<file path="src/pacr_pkg.sv">
// Constants, types and field layout of the port PHY management register bank.
// Assumes an APB master with 32-bit data; registers sit at byte address 4 * index.
package pacr_pkg;

   ////////////////////////////////////////////////////////////////////////////////
   // Bus geometry and register indices
   localparam int ADDR_W = 8;
   localparam int DATA_W = 32;
   localparam int IDX_W = 6;
   localparam logic [IDX_W-1:0] IDX_CABLE = 6'h00;
   localparam logic [IDX_W-1:0] IDX_SPECIAL = 6'h02;
   localparam logic [IDX_W-1:0] IDX_ID_UPPER = 6'h06;
   localparam logic [IDX_W-1:0] IDX_ADVERTISE = 6'h08;
   localparam logic [IDX_W-1:0] IDX_PARTNER = 6'h0A;
   localparam logic [IDX_W-1:0] IDX_MIRROR = 6'h10;
   localparam logic [IDX_W-1:0] IDX_IRQ_STATUS = 6'h11;
   localparam logic [IDX_W-1:0] IDX_IRQ_CLEAR = 6'h12;
   localparam logic [IDX_W-1:0] IDX_IRQ_ENABLE = 6'h13;

   ////////////////////////////////////////////////////////////////////////////////
   // Field positions
   localparam int ADV_PAUSE_BIT = 10;
   localparam int CAPS_HI = 8;
   localparam int CAPS_LO = 5;
   localparam int SEL_HI = 4;
   localparam logic [4:0] SELECTOR_VAL = 5'h01;
   localparam int CT_START_BIT = 15;
   localparam int CT_RES_HI = 14;
   localparam int CT_RES_LO = 13;
   localparam int CT_SHORT_BIT = 12;
   localparam int CT_CNT_HI = 8;
   localparam int SP_POL_BIT = 5;
   localparam int SP_FORCE_BIT = 3;
   localparam int SP_PSAVE_BIT = 2;
   localparam int SP_LOOP_BIT = 1;
   localparam int MR_SHORT_BIT = 15;
   localparam int MR_RES_HI = 14;
   localparam int MR_RES_LO = 13;
   localparam int MR_START_BIT = 12;
   localparam int MR_FORCE_BIT = 11;
   localparam int MR_PSAVE_BIT = 10;
   localparam int MR_LOOP_BIT = 9;
   localparam int EV_DONE = 0;
   localparam int EV_POL = 1;
   localparam int EV_PARTNER = 2;
   localparam int EV_W = 3;

   ////////////////////////////////////////////////////////////////////////////////
   // Reset values
   localparam logic ADV_PAUSE_RST = 1'b1;
   localparam logic [3:0] ADV_CAPS_RST = 4'hF;
   localparam logic FORCE_RST = 1'b0;
   localparam logic PSAVE_OFF_RST = 1'b1;
   localparam logic LOOP_RST = 1'b0;

   ////////////////////////////////////////////////////////////////////////////////
   // Types
   typedef enum logic [1:0] {
      CT_NORMAL = 2'h0,
      CT_OPEN = 2'h1,
      CT_SHORTED = 2'h2,
      CT_FAILED = 2'h3
   } pacr_result_e;

   typedef enum logic {ST_IDLE, ST_RUN} pacr_ct_state_e;

   // Status coming from the PHY analog and negotiation logic
   typedef struct packed {
      logic test_done;
      logic [1:0] test_result;
      logic near_short_flag;
      logic [8:0] fault_count;
      logic pol_reversed;
      logic partner_pause;
      logic [3:0] partner_caps;
   } pacr_phy_in_s;

   // Controls driven into the PHY
   typedef struct packed {
      logic test_start;
      logic adv_pause;
      logic [3:0] adv_caps;
      logic force_link;
      logic psave_off;
      logic near_loopback;
   } pacr_phy_ctl_s;

endpackage

</file>
<file path="src/pacr_regs.sv">
// Register bank for the port 2 negotiation registers and port 1 cable test
// and special control registers, with an APB slave and one interrupt.
// Assumes phy_in comes from another clock domain and holds results stable
// while test_done is high.
//
// The APB register port was decided locally.
`timescale 1ns/1ps
module pacr_regs #(
   parameter logic [15:0] ID_UPPER = 16'h5A5A // Arbitrary identification value
)(
   input wire logic pclk,
   input wire logic presetn,
   input wire logic psel,
   input wire logic penable,
   input wire logic pwrite,
   input wire logic [pacr_pkg::ADDR_W-1:0] paddr,
   input wire logic [pacr_pkg::DATA_W-1:0] pwdata,
   output logic [pacr_pkg::DATA_W-1:0] prdata,
   output logic pready,
   output logic pslverr,
   input wire pacr_pkg::pacr_phy_in_s phy_in,
   output pacr_pkg::pacr_phy_ctl_s phy_ctl,
   output logic irq
);

   ////////////////////////////////////////////////////////////////////////////////
   // Declarations
   pacr_pkg::pacr_phy_in_s sync1_ff;
   pacr_pkg::pacr_phy_in_s sync2_ff;
   logic done_prev_ff;
   logic pol_prev_ff;
   logic [4:0] partner_prev_ff;
   pacr_pkg::pacr_ct_state_e state_ff;
   logic start_pulse_ff;
   logic [1:0] result_ff;
   logic short_ff;
   logic [8:0] count_ff;
   logic adv_pause_ff;
   logic [3:0] adv_caps_ff;
   logic force_ff;
   logic psave_off_ff;
   logic loop_ff;
   logic [pacr_pkg::EV_W-1:0] irq_stat_ff;
   logic [pacr_pkg::EV_W-1:0] irq_en_ff;
   logic irq_ff;
   logic [pacr_pkg::DATA_W-1:0] prdata_ff;
   logic pready_ff;
   logic pslverr_ff;
   logic [pacr_pkg::DATA_W-1:0] nxt_prdata;
   logic nxt_pslverr;
   logic [15:0] rd16;
   logic [pacr_pkg::IDX_W-1:0] idx;
   logic mapped;
   logic wr_en;
   logic setup;
   logic done_rise;
   logic start_req;
   logic [pacr_pkg::EV_W-1:0] events;

   ////////////////////////////////////////////////////////////////////////////////
   // Two-flop synchroniser for every PHY status input
   always_ff @(posedge pclk or negedge presetn)
   begin
      if (!presetn)
      begin
         sync1_ff <= '0;
         sync2_ff <= '0;
      end
      else
      begin
         sync1_ff <= phy_in;
         sync2_ff <= sync1_ff;
      end
   end

   // History of synchronised levels for edge and change detection
   always_ff @(posedge pclk or negedge presetn)
   begin
      if (!presetn)
      begin
         done_prev_ff <= 1'b0;
         pol_prev_ff <= 1'b0;
         partner_prev_ff <= '0;
      end
      else
      begin
         done_prev_ff <= sync2_ff.test_done;
         pol_prev_ff <= sync2_ff.pol_reversed;
         partner_prev_ff <= {sync2_ff.partner_pause, sync2_ff.partner_caps};
      end
   end

   ////////////////////////////////////////////////////////////////////////////////
   // APB decode: no wait states, answer registered in the setup cycle
   assign idx = paddr[pacr_pkg::ADDR_W-1:2];
   assign setup = psel && !penable;
   assign wr_en = psel && penable && pready_ff && pwrite;
   assign done_rise = sync2_ff.test_done && !done_prev_ff;
   assign start_req = wr_en && !pslverr_ff && (state_ff == pacr_pkg::ST_IDLE)
      && (((idx == pacr_pkg::IDX_CABLE) && pwdata[pacr_pkg::CT_START_BIT])
      || ((idx == pacr_pkg::IDX_MIRROR) && pwdata[pacr_pkg::MR_START_BIT]));

   // Read multiplexer; reserved fields read their defaults
   always_comb
   begin
      rd16 = '0;
      mapped = 1'b1;
      unique case (idx)
         pacr_pkg::IDX_CABLE:
         begin
            rd16[pacr_pkg::CT_START_BIT] = (state_ff == pacr_pkg::ST_RUN);
            rd16[pacr_pkg::CT_RES_HI:pacr_pkg::CT_RES_LO] = result_ff;
            rd16[pacr_pkg::CT_SHORT_BIT] = short_ff;
            rd16[pacr_pkg::CT_CNT_HI:0] = count_ff;
         end
         pacr_pkg::IDX_SPECIAL:
         begin
            rd16[pacr_pkg::SP_POL_BIT] = sync2_ff.pol_reversed;
            rd16[pacr_pkg::SP_FORCE_BIT] = force_ff;
            rd16[pacr_pkg::SP_PSAVE_BIT] = psave_off_ff;
            rd16[pacr_pkg::SP_LOOP_BIT] = loop_ff;
         end
         pacr_pkg::IDX_ID_UPPER:
            rd16 = ID_UPPER;
         pacr_pkg::IDX_ADVERTISE:
         begin
            rd16[pacr_pkg::ADV_PAUSE_BIT] = adv_pause_ff;
            rd16[pacr_pkg::CAPS_HI:pacr_pkg::CAPS_LO] = adv_caps_ff;
            rd16[pacr_pkg::SEL_HI:0] = pacr_pkg::SELECTOR_VAL;
         end
         pacr_pkg::IDX_PARTNER:
         begin
            rd16[pacr_pkg::ADV_PAUSE_BIT] = sync2_ff.partner_pause;
            rd16[pacr_pkg::CAPS_HI:pacr_pkg::CAPS_LO] = sync2_ff.partner_caps;
            rd16[pacr_pkg::SEL_HI:0] = pacr_pkg::SELECTOR_VAL;
         end
         pacr_pkg::IDX_MIRROR:
         begin
            rd16[pacr_pkg::MR_SHORT_BIT] = short_ff;
            rd16[pacr_pkg::MR_RES_HI:pacr_pkg::MR_RES_LO] = result_ff;
            rd16[pacr_pkg::MR_START_BIT] = (state_ff == pacr_pkg::ST_RUN);
            rd16[pacr_pkg::MR_FORCE_BIT] = force_ff;
            rd16[pacr_pkg::MR_PSAVE_BIT] = psave_off_ff;
            rd16[pacr_pkg::MR_LOOP_BIT] = loop_ff;
            rd16[pacr_pkg::CT_CNT_HI:0] = count_ff;
         end
         pacr_pkg::IDX_IRQ_STATUS:
            rd16[pacr_pkg::EV_W-1:0] = irq_stat_ff;
         pacr_pkg::IDX_IRQ_CLEAR:
            rd16 = '0;
         pacr_pkg::IDX_IRQ_ENABLE:
            rd16[pacr_pkg::EV_W-1:0] = irq_en_ff;
         default:
            mapped = 1'b0;
      endcase
      nxt_prdata = {16'h0000, rd16};
      nxt_pslverr = !mapped || (paddr[1:0] != 2'h0);
   end

   // Bus answer flops
   always_ff @(posedge pclk or negedge presetn)
   begin
      if (!presetn)
      begin
         prdata_ff <= '0;
         pready_ff <= 1'b0;
         pslverr_ff <= 1'b0;
      end
      else
      begin
         pready_ff <= setup;
         if (setup)
         begin
            prdata_ff <= pwrite ? '0 : nxt_prdata;
            pslverr_ff <= nxt_pslverr;
         end
         else
         begin
            pslverr_ff <= 1'b0;
         end
      end
   end

   ////////////////////////////////////////////////////////////////////////////////
   // Cable test sequencer: start on write, self-clear on completion
   always_ff @(posedge pclk or negedge presetn)
   begin
      if (!presetn)
      begin
         state_ff <= pacr_pkg::ST_IDLE;
         start_pulse_ff <= 1'b0;
         result_ff <= pacr_pkg::CT_NORMAL;
         short_ff <= 1'b0;
         count_ff <= '0;
      end
      else
      begin
         start_pulse_ff <= start_req;
         unique case (state_ff)
            pacr_pkg::ST_IDLE:
               if (start_req)
                  state_ff <= pacr_pkg::ST_RUN;
            pacr_pkg::ST_RUN:
               if (done_rise)
               begin
                  state_ff <= pacr_pkg::ST_IDLE;
                  result_ff <= sync2_ff.test_result;
                  short_ff <= sync2_ff.near_short_flag;
                  count_ff <= sync2_ff.fault_count;
               end
         endcase
      end
   end

   ////////////////////////////////////////////////////////////////////////////////
   // Writable control fields; the special controls are also reached from the mirror location
   always_ff @(posedge pclk or negedge presetn)
   begin
      if (!presetn)
      begin
         adv_pause_ff <= pacr_pkg::ADV_PAUSE_RST;
         adv_caps_ff <= pacr_pkg::ADV_CAPS_RST;
         force_ff <= pacr_pkg::FORCE_RST;
         psave_off_ff <= pacr_pkg::PSAVE_OFF_RST;
         loop_ff <= pacr_pkg::LOOP_RST;
      end
      else if (wr_en && !pslverr_ff)
      begin
         if (idx == pacr_pkg::IDX_ADVERTISE)
         begin
            adv_pause_ff <= pwdata[pacr_pkg::ADV_PAUSE_BIT];
            adv_caps_ff <= pwdata[pacr_pkg::CAPS_HI:pacr_pkg::CAPS_LO];
         end
         if (idx == pacr_pkg::IDX_SPECIAL)
         begin
            force_ff <= pwdata[pacr_pkg::SP_FORCE_BIT];
            psave_off_ff <= pwdata[pacr_pkg::SP_PSAVE_BIT];
            loop_ff <= pwdata[pacr_pkg::SP_LOOP_BIT];
         end
         if (idx == pacr_pkg::IDX_MIRROR)
         begin
            force_ff <= pwdata[pacr_pkg::MR_FORCE_BIT];
            psave_off_ff <= pwdata[pacr_pkg::MR_PSAVE_BIT];
            loop_ff <= pwdata[pacr_pkg::MR_LOOP_BIT];
         end
      end
   end

   ////////////////////////////////////////////////////////////////////////////////
   // Interrupt: sticky status, write-one-to-clear, enable; set wins over clear
   assign events[pacr_pkg::EV_DONE] = done_rise && (state_ff == pacr_pkg::ST_RUN);
   assign events[pacr_pkg::EV_POL] = sync2_ff.pol_reversed != pol_prev_ff;
   assign events[pacr_pkg::EV_PARTNER] =
      {sync2_ff.partner_pause, sync2_ff.partner_caps} != partner_prev_ff;

   always_ff @(posedge pclk or negedge presetn)
   begin
      if (!presetn)
      begin
         irq_stat_ff <= '0;
         irq_en_ff <= '0;
         irq_ff <= 1'b0;
      end
      else
      begin
         if (wr_en && !pslverr_ff && (idx == pacr_pkg::IDX_IRQ_CLEAR))
            irq_stat_ff <= (irq_stat_ff & ~pwdata[pacr_pkg::EV_W-1:0]) | events;
         else
            irq_stat_ff <= irq_stat_ff | events;
         if (wr_en && !pslverr_ff && (idx == pacr_pkg::IDX_IRQ_ENABLE))
            irq_en_ff <= pwdata[pacr_pkg::EV_W-1:0];
         irq_ff <= |(irq_stat_ff & irq_en_ff);
      end
   end

   ////////////////////////////////////////////////////////////////////////////////
   // Outputs, each straight from a flop
   assign prdata = prdata_ff;
   assign pready = pready_ff;
   assign pslverr = pslverr_ff;
   assign irq = irq_ff;
   assign phy_ctl.test_start = start_pulse_ff;
   assign phy_ctl.adv_pause = adv_pause_ff;
   assign phy_ctl.adv_caps = adv_caps_ff;
   assign phy_ctl.force_link = force_ff;
   assign phy_ctl.psave_off = psave_off_ff;
   assign phy_ctl.near_loopback = loop_ff;
endmodule

</file>
<file path="config.mk">
export PLATFORM = sky130hd
export DESIGN_NAME = pacr_regs
export DESIGN_NICKNAME = d
export VERILOG_FILES = /design/src/pacr_pkg.sv /design/src/pacr_regs.sv
export SDC_FILE = /design/constraint.sdc
export NUM_CORES = 1
export LEC_CHECK = 0
export BUFFER_PORTS_ARGS = -buffer_cell sky130_fd_sc_hd__buf_2
export CORE_ASPECT_RATIO = 1.75
export CORE_MARGIN = 2
export CORE_UTILIZATION = 25
export CTS_CLUSTER_DIAMETER = 50
export DETAILED_ROUTE_END_ITERATION = 8
export GPL_TIMING_DRIVEN = 0
export PLACE_DENSITY = 0.46
export SETUP_SLACK_MARGIN = 0.02
export SLEW_MARGIN = 20
export SYNTH_ARGS = -nofsm -noshare
export SYNTH_HDL_FRONTEND = slang
export SYNTH_SLANG_ARGS = --single-unit
</file>
<file path="constraint.sdc">
create_clock -name pclk -period 1.8 [get_ports pclk]
set_clock_uncertainty 0.15 [all_clocks]
set_input_delay 0.27 -clock pclk [delete_from_list [all_inputs] [get_ports pclk]]
set_output_delay 0.27 -clock pclk [all_outputs]
set_load 0.02 [all_outputs]
</file>
==> results of run 1 <==
[layout make-up]
class | instances | share of cell area, %
sequential | 92 | 48.1
multi-input combinational | 157 | 23.5
timing repair buffer | 93 | 12.6
clock buffer | 13 | 5.00
tap | 180 | 4.69
buffer | 30 | 4.64
clock inverter | 3 | 1.35
inverter | 2 | 0.156
[worst max-delay path, stage by stage, from the launching register on]
cell     delay, ns
dfrtp_1       0.39
nor2b_2       0.12
nand4_1       0.20
or4_4         0.56
mux2_4        0.33
[per-stage QoR]
stage | hold slack [ns] | area (sq um) | setup slack (ns) | total power (W)
after floorplan | -0.176 | 3670 | -0.198 | 0.00236
after global placement | 0.185 | 4230 | -0.593 | 0.00250
after detailed placement | -0.00260 | 4270 | -0.438 | 0.00251
after CTS | 0.00544 | 4790 | -0.0562 | 0.00453
after global routing | 0.0113 | 4800 | -0.0822 | 0.00465
final | 0.0203 | 4800 | -0.0247 | 0.00445
[sequential cells by signal (all words and copies together), names as in the netlist, 2 cells and up]
| signal | cells |
|---|---|
| adv_caps_ff | 4 |
| count_ff | 9 |
| irq_en_ff | 3 |
| irq_stat_ff | 3 |
| partner_prev_ff | 5 |
| prdata | 16 |
| result_ff | 2 |
| sync1_ff | 19 |
| sync2_ff | 19 |
[cell families after synthesis]
kind of cell	synth area share [%]
compound gates	9.30
xor+xnor	1.46
buf+inv	6.63
flops	64.1
mux	9.51
other cells	0.104
simple gates	8.92
[power groups by stage]
stage	combinational (W)	sequential (W)	clock (W)
CTS	0.000341	0.00217	0.00202
detailed placement	0.000304	0.00221	0
finish	0.000336	0.00217	0.00194
global placement	0.000294	0.00220	0
floorplan	0.000154	0.00220	0
global route	0.000373	0.00217	0.00210
[placed cells by master (no fill, tap or decap), types with 7 or more instances in the layout]
| master | count |
|---|---|
| nand2_1 | 16 |
| dlygate4sd3_1 | 20 |
| o21ai_0 | 14 |
| dfrtp_1 | 86 |
| mux2_2 | 22 |
| conb_1 | 16 |
| buf_2 | 69 |
| buf_4 | 25 |
| nor2_1 | 7 |
| clkbuf_16 | 9 |
| a21oi_1 | 7 |
[path summary, 6_finish.rpt]
| kind | endpoint | slack, ns | cells after the start |
|---|---|---|---|
| max | adv_caps_ff[0] | -0.02 | 4 |
| min | adv_caps_ff[1] | 0.02 | 2 |
| max reg2reg | adv_caps_ff[0] | -0.02 | 4 |
| min reg2reg | sync2_ff[1] | 0.20 | 0 |
| max in group asynchronous | adv_caps_ff[3] | 0.63 | 3 |
| min in group asynchronous | start_pulse_ff | 0.21 | 2 |
[metal layers]
| layer | up-vias | track usage (%) | routed length, um |
|---|---|---|---|
| met3 | 10 | 2.92 | 536 |
| met4 | 0 | 5.47 | 171 |
| li1 | 1157 | - | - |
| met2 | 77 | 20.4 | 4780 |
| met5 | - | 0 | 0 |
| met1 | 1215 | 12.7 | 3140 |
[timing repair]
item,in CTS,in global routing
gates cloned,0,0
gates resized for setup,3,4
hold endpoints to repair,83,0
setup endpoints to repair,21,18
hold buffers,20,0
buffers inserted,3,1
pin swaps,2,0
==> metrics.txt, run 1 <==
DRC viols=0; CTS tree=built; Post-Syn Instances=269; fill cell count=1474; DRT iter0 DRCs=131; reg2reg start=pslverr; Sw Ratio=21.1%; Yosys reg bits=92; n_diodes=0; total negative setup slack=-0.102 ns; I/O Buffers=68; period utilization=101%; Crit Path Max Fanout=5; Clock Latency Late Sink=0.33 ns; Pint=0.00351 W; status=complete, but fails checks; largest net degree at the start of global routing=69; switching pwr=0.000937 W; RSZ-0062 raised after global routing=yes; biggest area consumer among synthesized cells=dfrtp_1; Async S/R FF share, synth=100%; mapped cell area=3600 sq um; synth cell count leaders=86 x dfrtp_1, 22 x buf_4, 22 x mux2_2, 16 x nand2_1, 14 x o21ai_0; Detailed Route WL=8.63 mm; share of layout cells above drive strength 1=39.5%; via count of the first global-routing pass=2389; GRT Total Usage=11.6%; crit path DAT=1.93 ns; Non-Filler Instances=570; Die Y=163 um; fin crit period=1.82 ns; Seq/Total Area, Yosys=64.1%; # rows=58; total CTS buffers=9; HP Class=input port to flop; worst slew pin tran=0.602 ns; clock slew at reported path FFs=0.06 ns; YS warnings=0; Register Area=2310 sq um; Slew Viols, Final=0; Chip Width=94.8 um; mean post-synth cell area=13.4 sq um; grt ovf=0; P per Cell Area=925 nW/um^2; HPWL after DPL=6.47 mm; top_reg_cell synth=dfrtp_1; relative slew slack=59.9%; global-route wire length before repair=13.2 mm; Starting Density=25.3%; Clock power frac=43.7%; Layout area overhead=33.3%; CTS max path bufs=2; area of the multi-input gates=1130 sq um; ranking of synthesized cells by area=dfrtp_1 60%, mux2_2 6.9%, buf_4 4.6%; die area=15400 sq um; Peak supply drop=0.350 mV; final hold viol count=0; Final ANT Viol Nets=0; slack of the critical path=-0.0247 ns; CP Launch Point=pslverr; failing checks=setup timing; Routability Congestion=0.831; combinational group share of total power=7.6%; drt wl/cell=15.1 um; Hold Startpoint=pwdata[6]; number of synthesized flops with an enable pin=0; final net count=449; Setup CP Type=flop to flop; max_cap viols=0; setup violators final=5; Root Buffer=clkbuf_16; drt first pass iters=4; total core area=14200 sq um; post-synth top area share=59.7%; placed cells=533; final core utilization=33.8%; H-tree levels=3; fmax=548 MHz; initial antenna violation count=0; number of vias per cell=4.31; count of different cell masters after synthesis=49; Reg power frac=48.8%; Setup crit end kind=flop; Leak=2.31 nW; top-count cell post-synth=dfrtp_1; io pins=108; Sink Count=92; CP required=1.90 ns; via count=2459; startpoint types=flop
Note: power is estimated with default switching activity, not from simulation.
==> run 2: changes to the inputs <==
--- a/config.mk
+++ b/config.mk
@@ -9,6 +9,7 @@
 export CORE_ASPECT_RATIO = 1.75
 export CORE_MARGIN = 2
 export CORE_UTILIZATION = 25
+export CTS_BUF_LIST = sky130_fd_sc_hd__clkbuf_2
 export CTS_CLUSTER_DIAMETER = 50
 export DETAILED_ROUTE_END_ITERATION = 8
 export GPL_TIMING_DRIVEN = 0
==> metrics.txt, run 2 (synthesized netlist as in run 1, its figures left out) <==
Die Y=163 um (unchanged); Setup CP Type=flop to flop; die area=15400 sq um (unchanged); slack of the critical path=-0.105 ns (-0.0805 ns); slowest CP cell=or4_4; Worst Path Buf+Inv=0 (unchanged); CP required=2.12 ns (+0.22 ns); commonest non-fill, non-tap cell in the layout=dfrtp_1; I/O Buffers=68 (unchanged); placed cells=533 (unchanged); final core utilization=34.6% (+0.88 points); pre-CTS setup slack=-0.438 ns (unchanged); P per Cell Area=745 nW/um^2 (-20%); global-route wire length before repair=13.8 mm (+4.5%); fill cell count=1461 (-0.88%); drt wl/cell=14.9 um (-1.7%); fin crit period=1.91 ns (+0.0805 ns); Chip Width=94.8 um (unchanged); Setup crit end kind=flop; fmax=525 MHz (-4.2%); RSZ-0062 raised after global routing=yes; # rows=58 (unchanged); grt ovf=0 (unchanged); CTS tree=built; status=complete, but fails checks; share of layout cells above drive strength 1=38.4% (-1.1 points); max_cap viols=0 (unchanged); Starting Density=25.3% (unchanged); crit path DAT=2.22 ns (+0.29 ns); Root Buffer=clkbuf_2; Top Family by Delay on Critical Path=simple AND/OR/NAND/NOR gates; relative slew slack=58.5% (-1.3 points); Slew Viols, Final=0 (unchanged); total negative setup slack=-0.460 ns (-0.358 ns); WHS=0.0579 ns (+0.0376 ns); initial antenna violation count=1 (+1); H-tree levels=3 (unchanged); HPWL after DPL=6.47 mm (unchanged); most frequent cells in the layout=86 x dfrtp_1, 64 x buf_2, 43 x dlygate4sd3_1; via count=2593 (+5.4%); area of the multi-input gates=1130 sq um (+0.33%); Register Area=2310 sq um (unchanged); Final ANT Viol Nets=0 (unchanged); startpoint types=flop; Leak=2.36 nW (+2.5%); GRT Total Usage=12.1% (+0.59 points); period utilization=106% (+4.5 points); Crit Path Max Fanout=5 (unchanged); largest net degree at the start of global routing=69 (unchanged); HP Class=input port to async pin; Detailed Route WL=8.93 mm (+3.5%); worst slew pin tran=0.622 ns (+0.0202 ns); final net count=478 (+6.5%); Non-Filler Instances=600 (+5.3%); DRT iter0 DRCs=160 (+22%); number of vias per cell=4.32 (+0.18%); io pins=108 (unchanged); total core area=14200 sq um (unchanged); via count of the first global-routing pass=2517 (+5.4%); Sink Count=92 (unchanged); DRC viols=0 (unchanged); total CTS buffers=9 (unchanged); Peak supply drop=0.231 mV (-34%); drt first pass iters=4 (unchanged); CTS max path bufs=2 (unchanged); Clock Latency Late Sink=0.54 ns (+0.21 ns); setup violators final=5 (unchanged); final hold viol count=0 (unchanged); clock slew at reported path FFs=0.25 ns (+0.19 ns); max incr delay on CP=0.56 ns (about the same); worst path cell trace=nor2b_2, nand4_1, or4_4, mux2_4; Layout area overhead=36.7%; Routability Congestion=0.831 (unchanged); failing checks=setup timing
run 2: final timing paths:
path / from / slack, ns / cells past startpoint / end
min in group pclk: paddr[2] / 0.06 / 4 / prdata[5]
min reg2reg: sync1_ff[5] / 0.23 / 0 / sync2_ff[5]
max: pslverr / -0.11 / 4 / adv_caps_ff[0]
min: presetn / 0.06 / 3 / sync2_ff[18]
max reg2reg: pslverr / -0.11 / 4 / adv_caps_ff[0]
max in group asynchronous: presetn / 0.95 / 3 / sync2_ff[8]
run 2: what timing repair did:
action | in CTS | in global routing
gates resized for setup | 7 | 8
hold buffers | 44 | 0
setup buffers | 5 | 4
endpoints found under the setup margin | 23 | 19
endpoints found under the hold margin | 132 | 0
pin swaps | 2 | 0
run 2: where the power goes:
group / total [W] / switching (W) / internal [W]
Combinational: 0.000377 / 0.000190 / 0.000188
Clock: 0.00113 / 0.000646 / 0.000482
Sequential: 0.00217 / 0.0000291 / 0.00214
Total: 0.00367 / 0.000865 / 0.00281
run 2: routing by layer:
layer,global-route usage (%),share of wire [%]
met3,3.47,6.3
met4,5.40,3.0
met2,21.1,55
met1,13.5,36
met5,0,0
run 2: metrics by stage:
step | total power, W | area (sq um)
floorplan | 0.00236 | 3670
global placement | 0.00250 | 4230
detailed placement | 0.00251 | 4270
CTS | 0.00375 | 4870
global route | 0.00388 | 4930
finish | 0.00367 | 4930
run 2: final cells by class:
type,count,share of cell area [%]
Sequential cell,92,46.9
Multi-Input combinational cell,157,23.0
Timing Repair Buffer,122,18.3
Tap cell,180,4.57
Buffer,30,4.49
Clock buffer,13,1.32
Clock inverter,3,1.32
Inverter,2,0.152
Antenna cell,1,0.0508
run 2: tightest hold or removal path, stage by stage:
cell           delay [ns]
dlygate4sd3_1        0.54
buf_6                0.11
buf_16               0.27
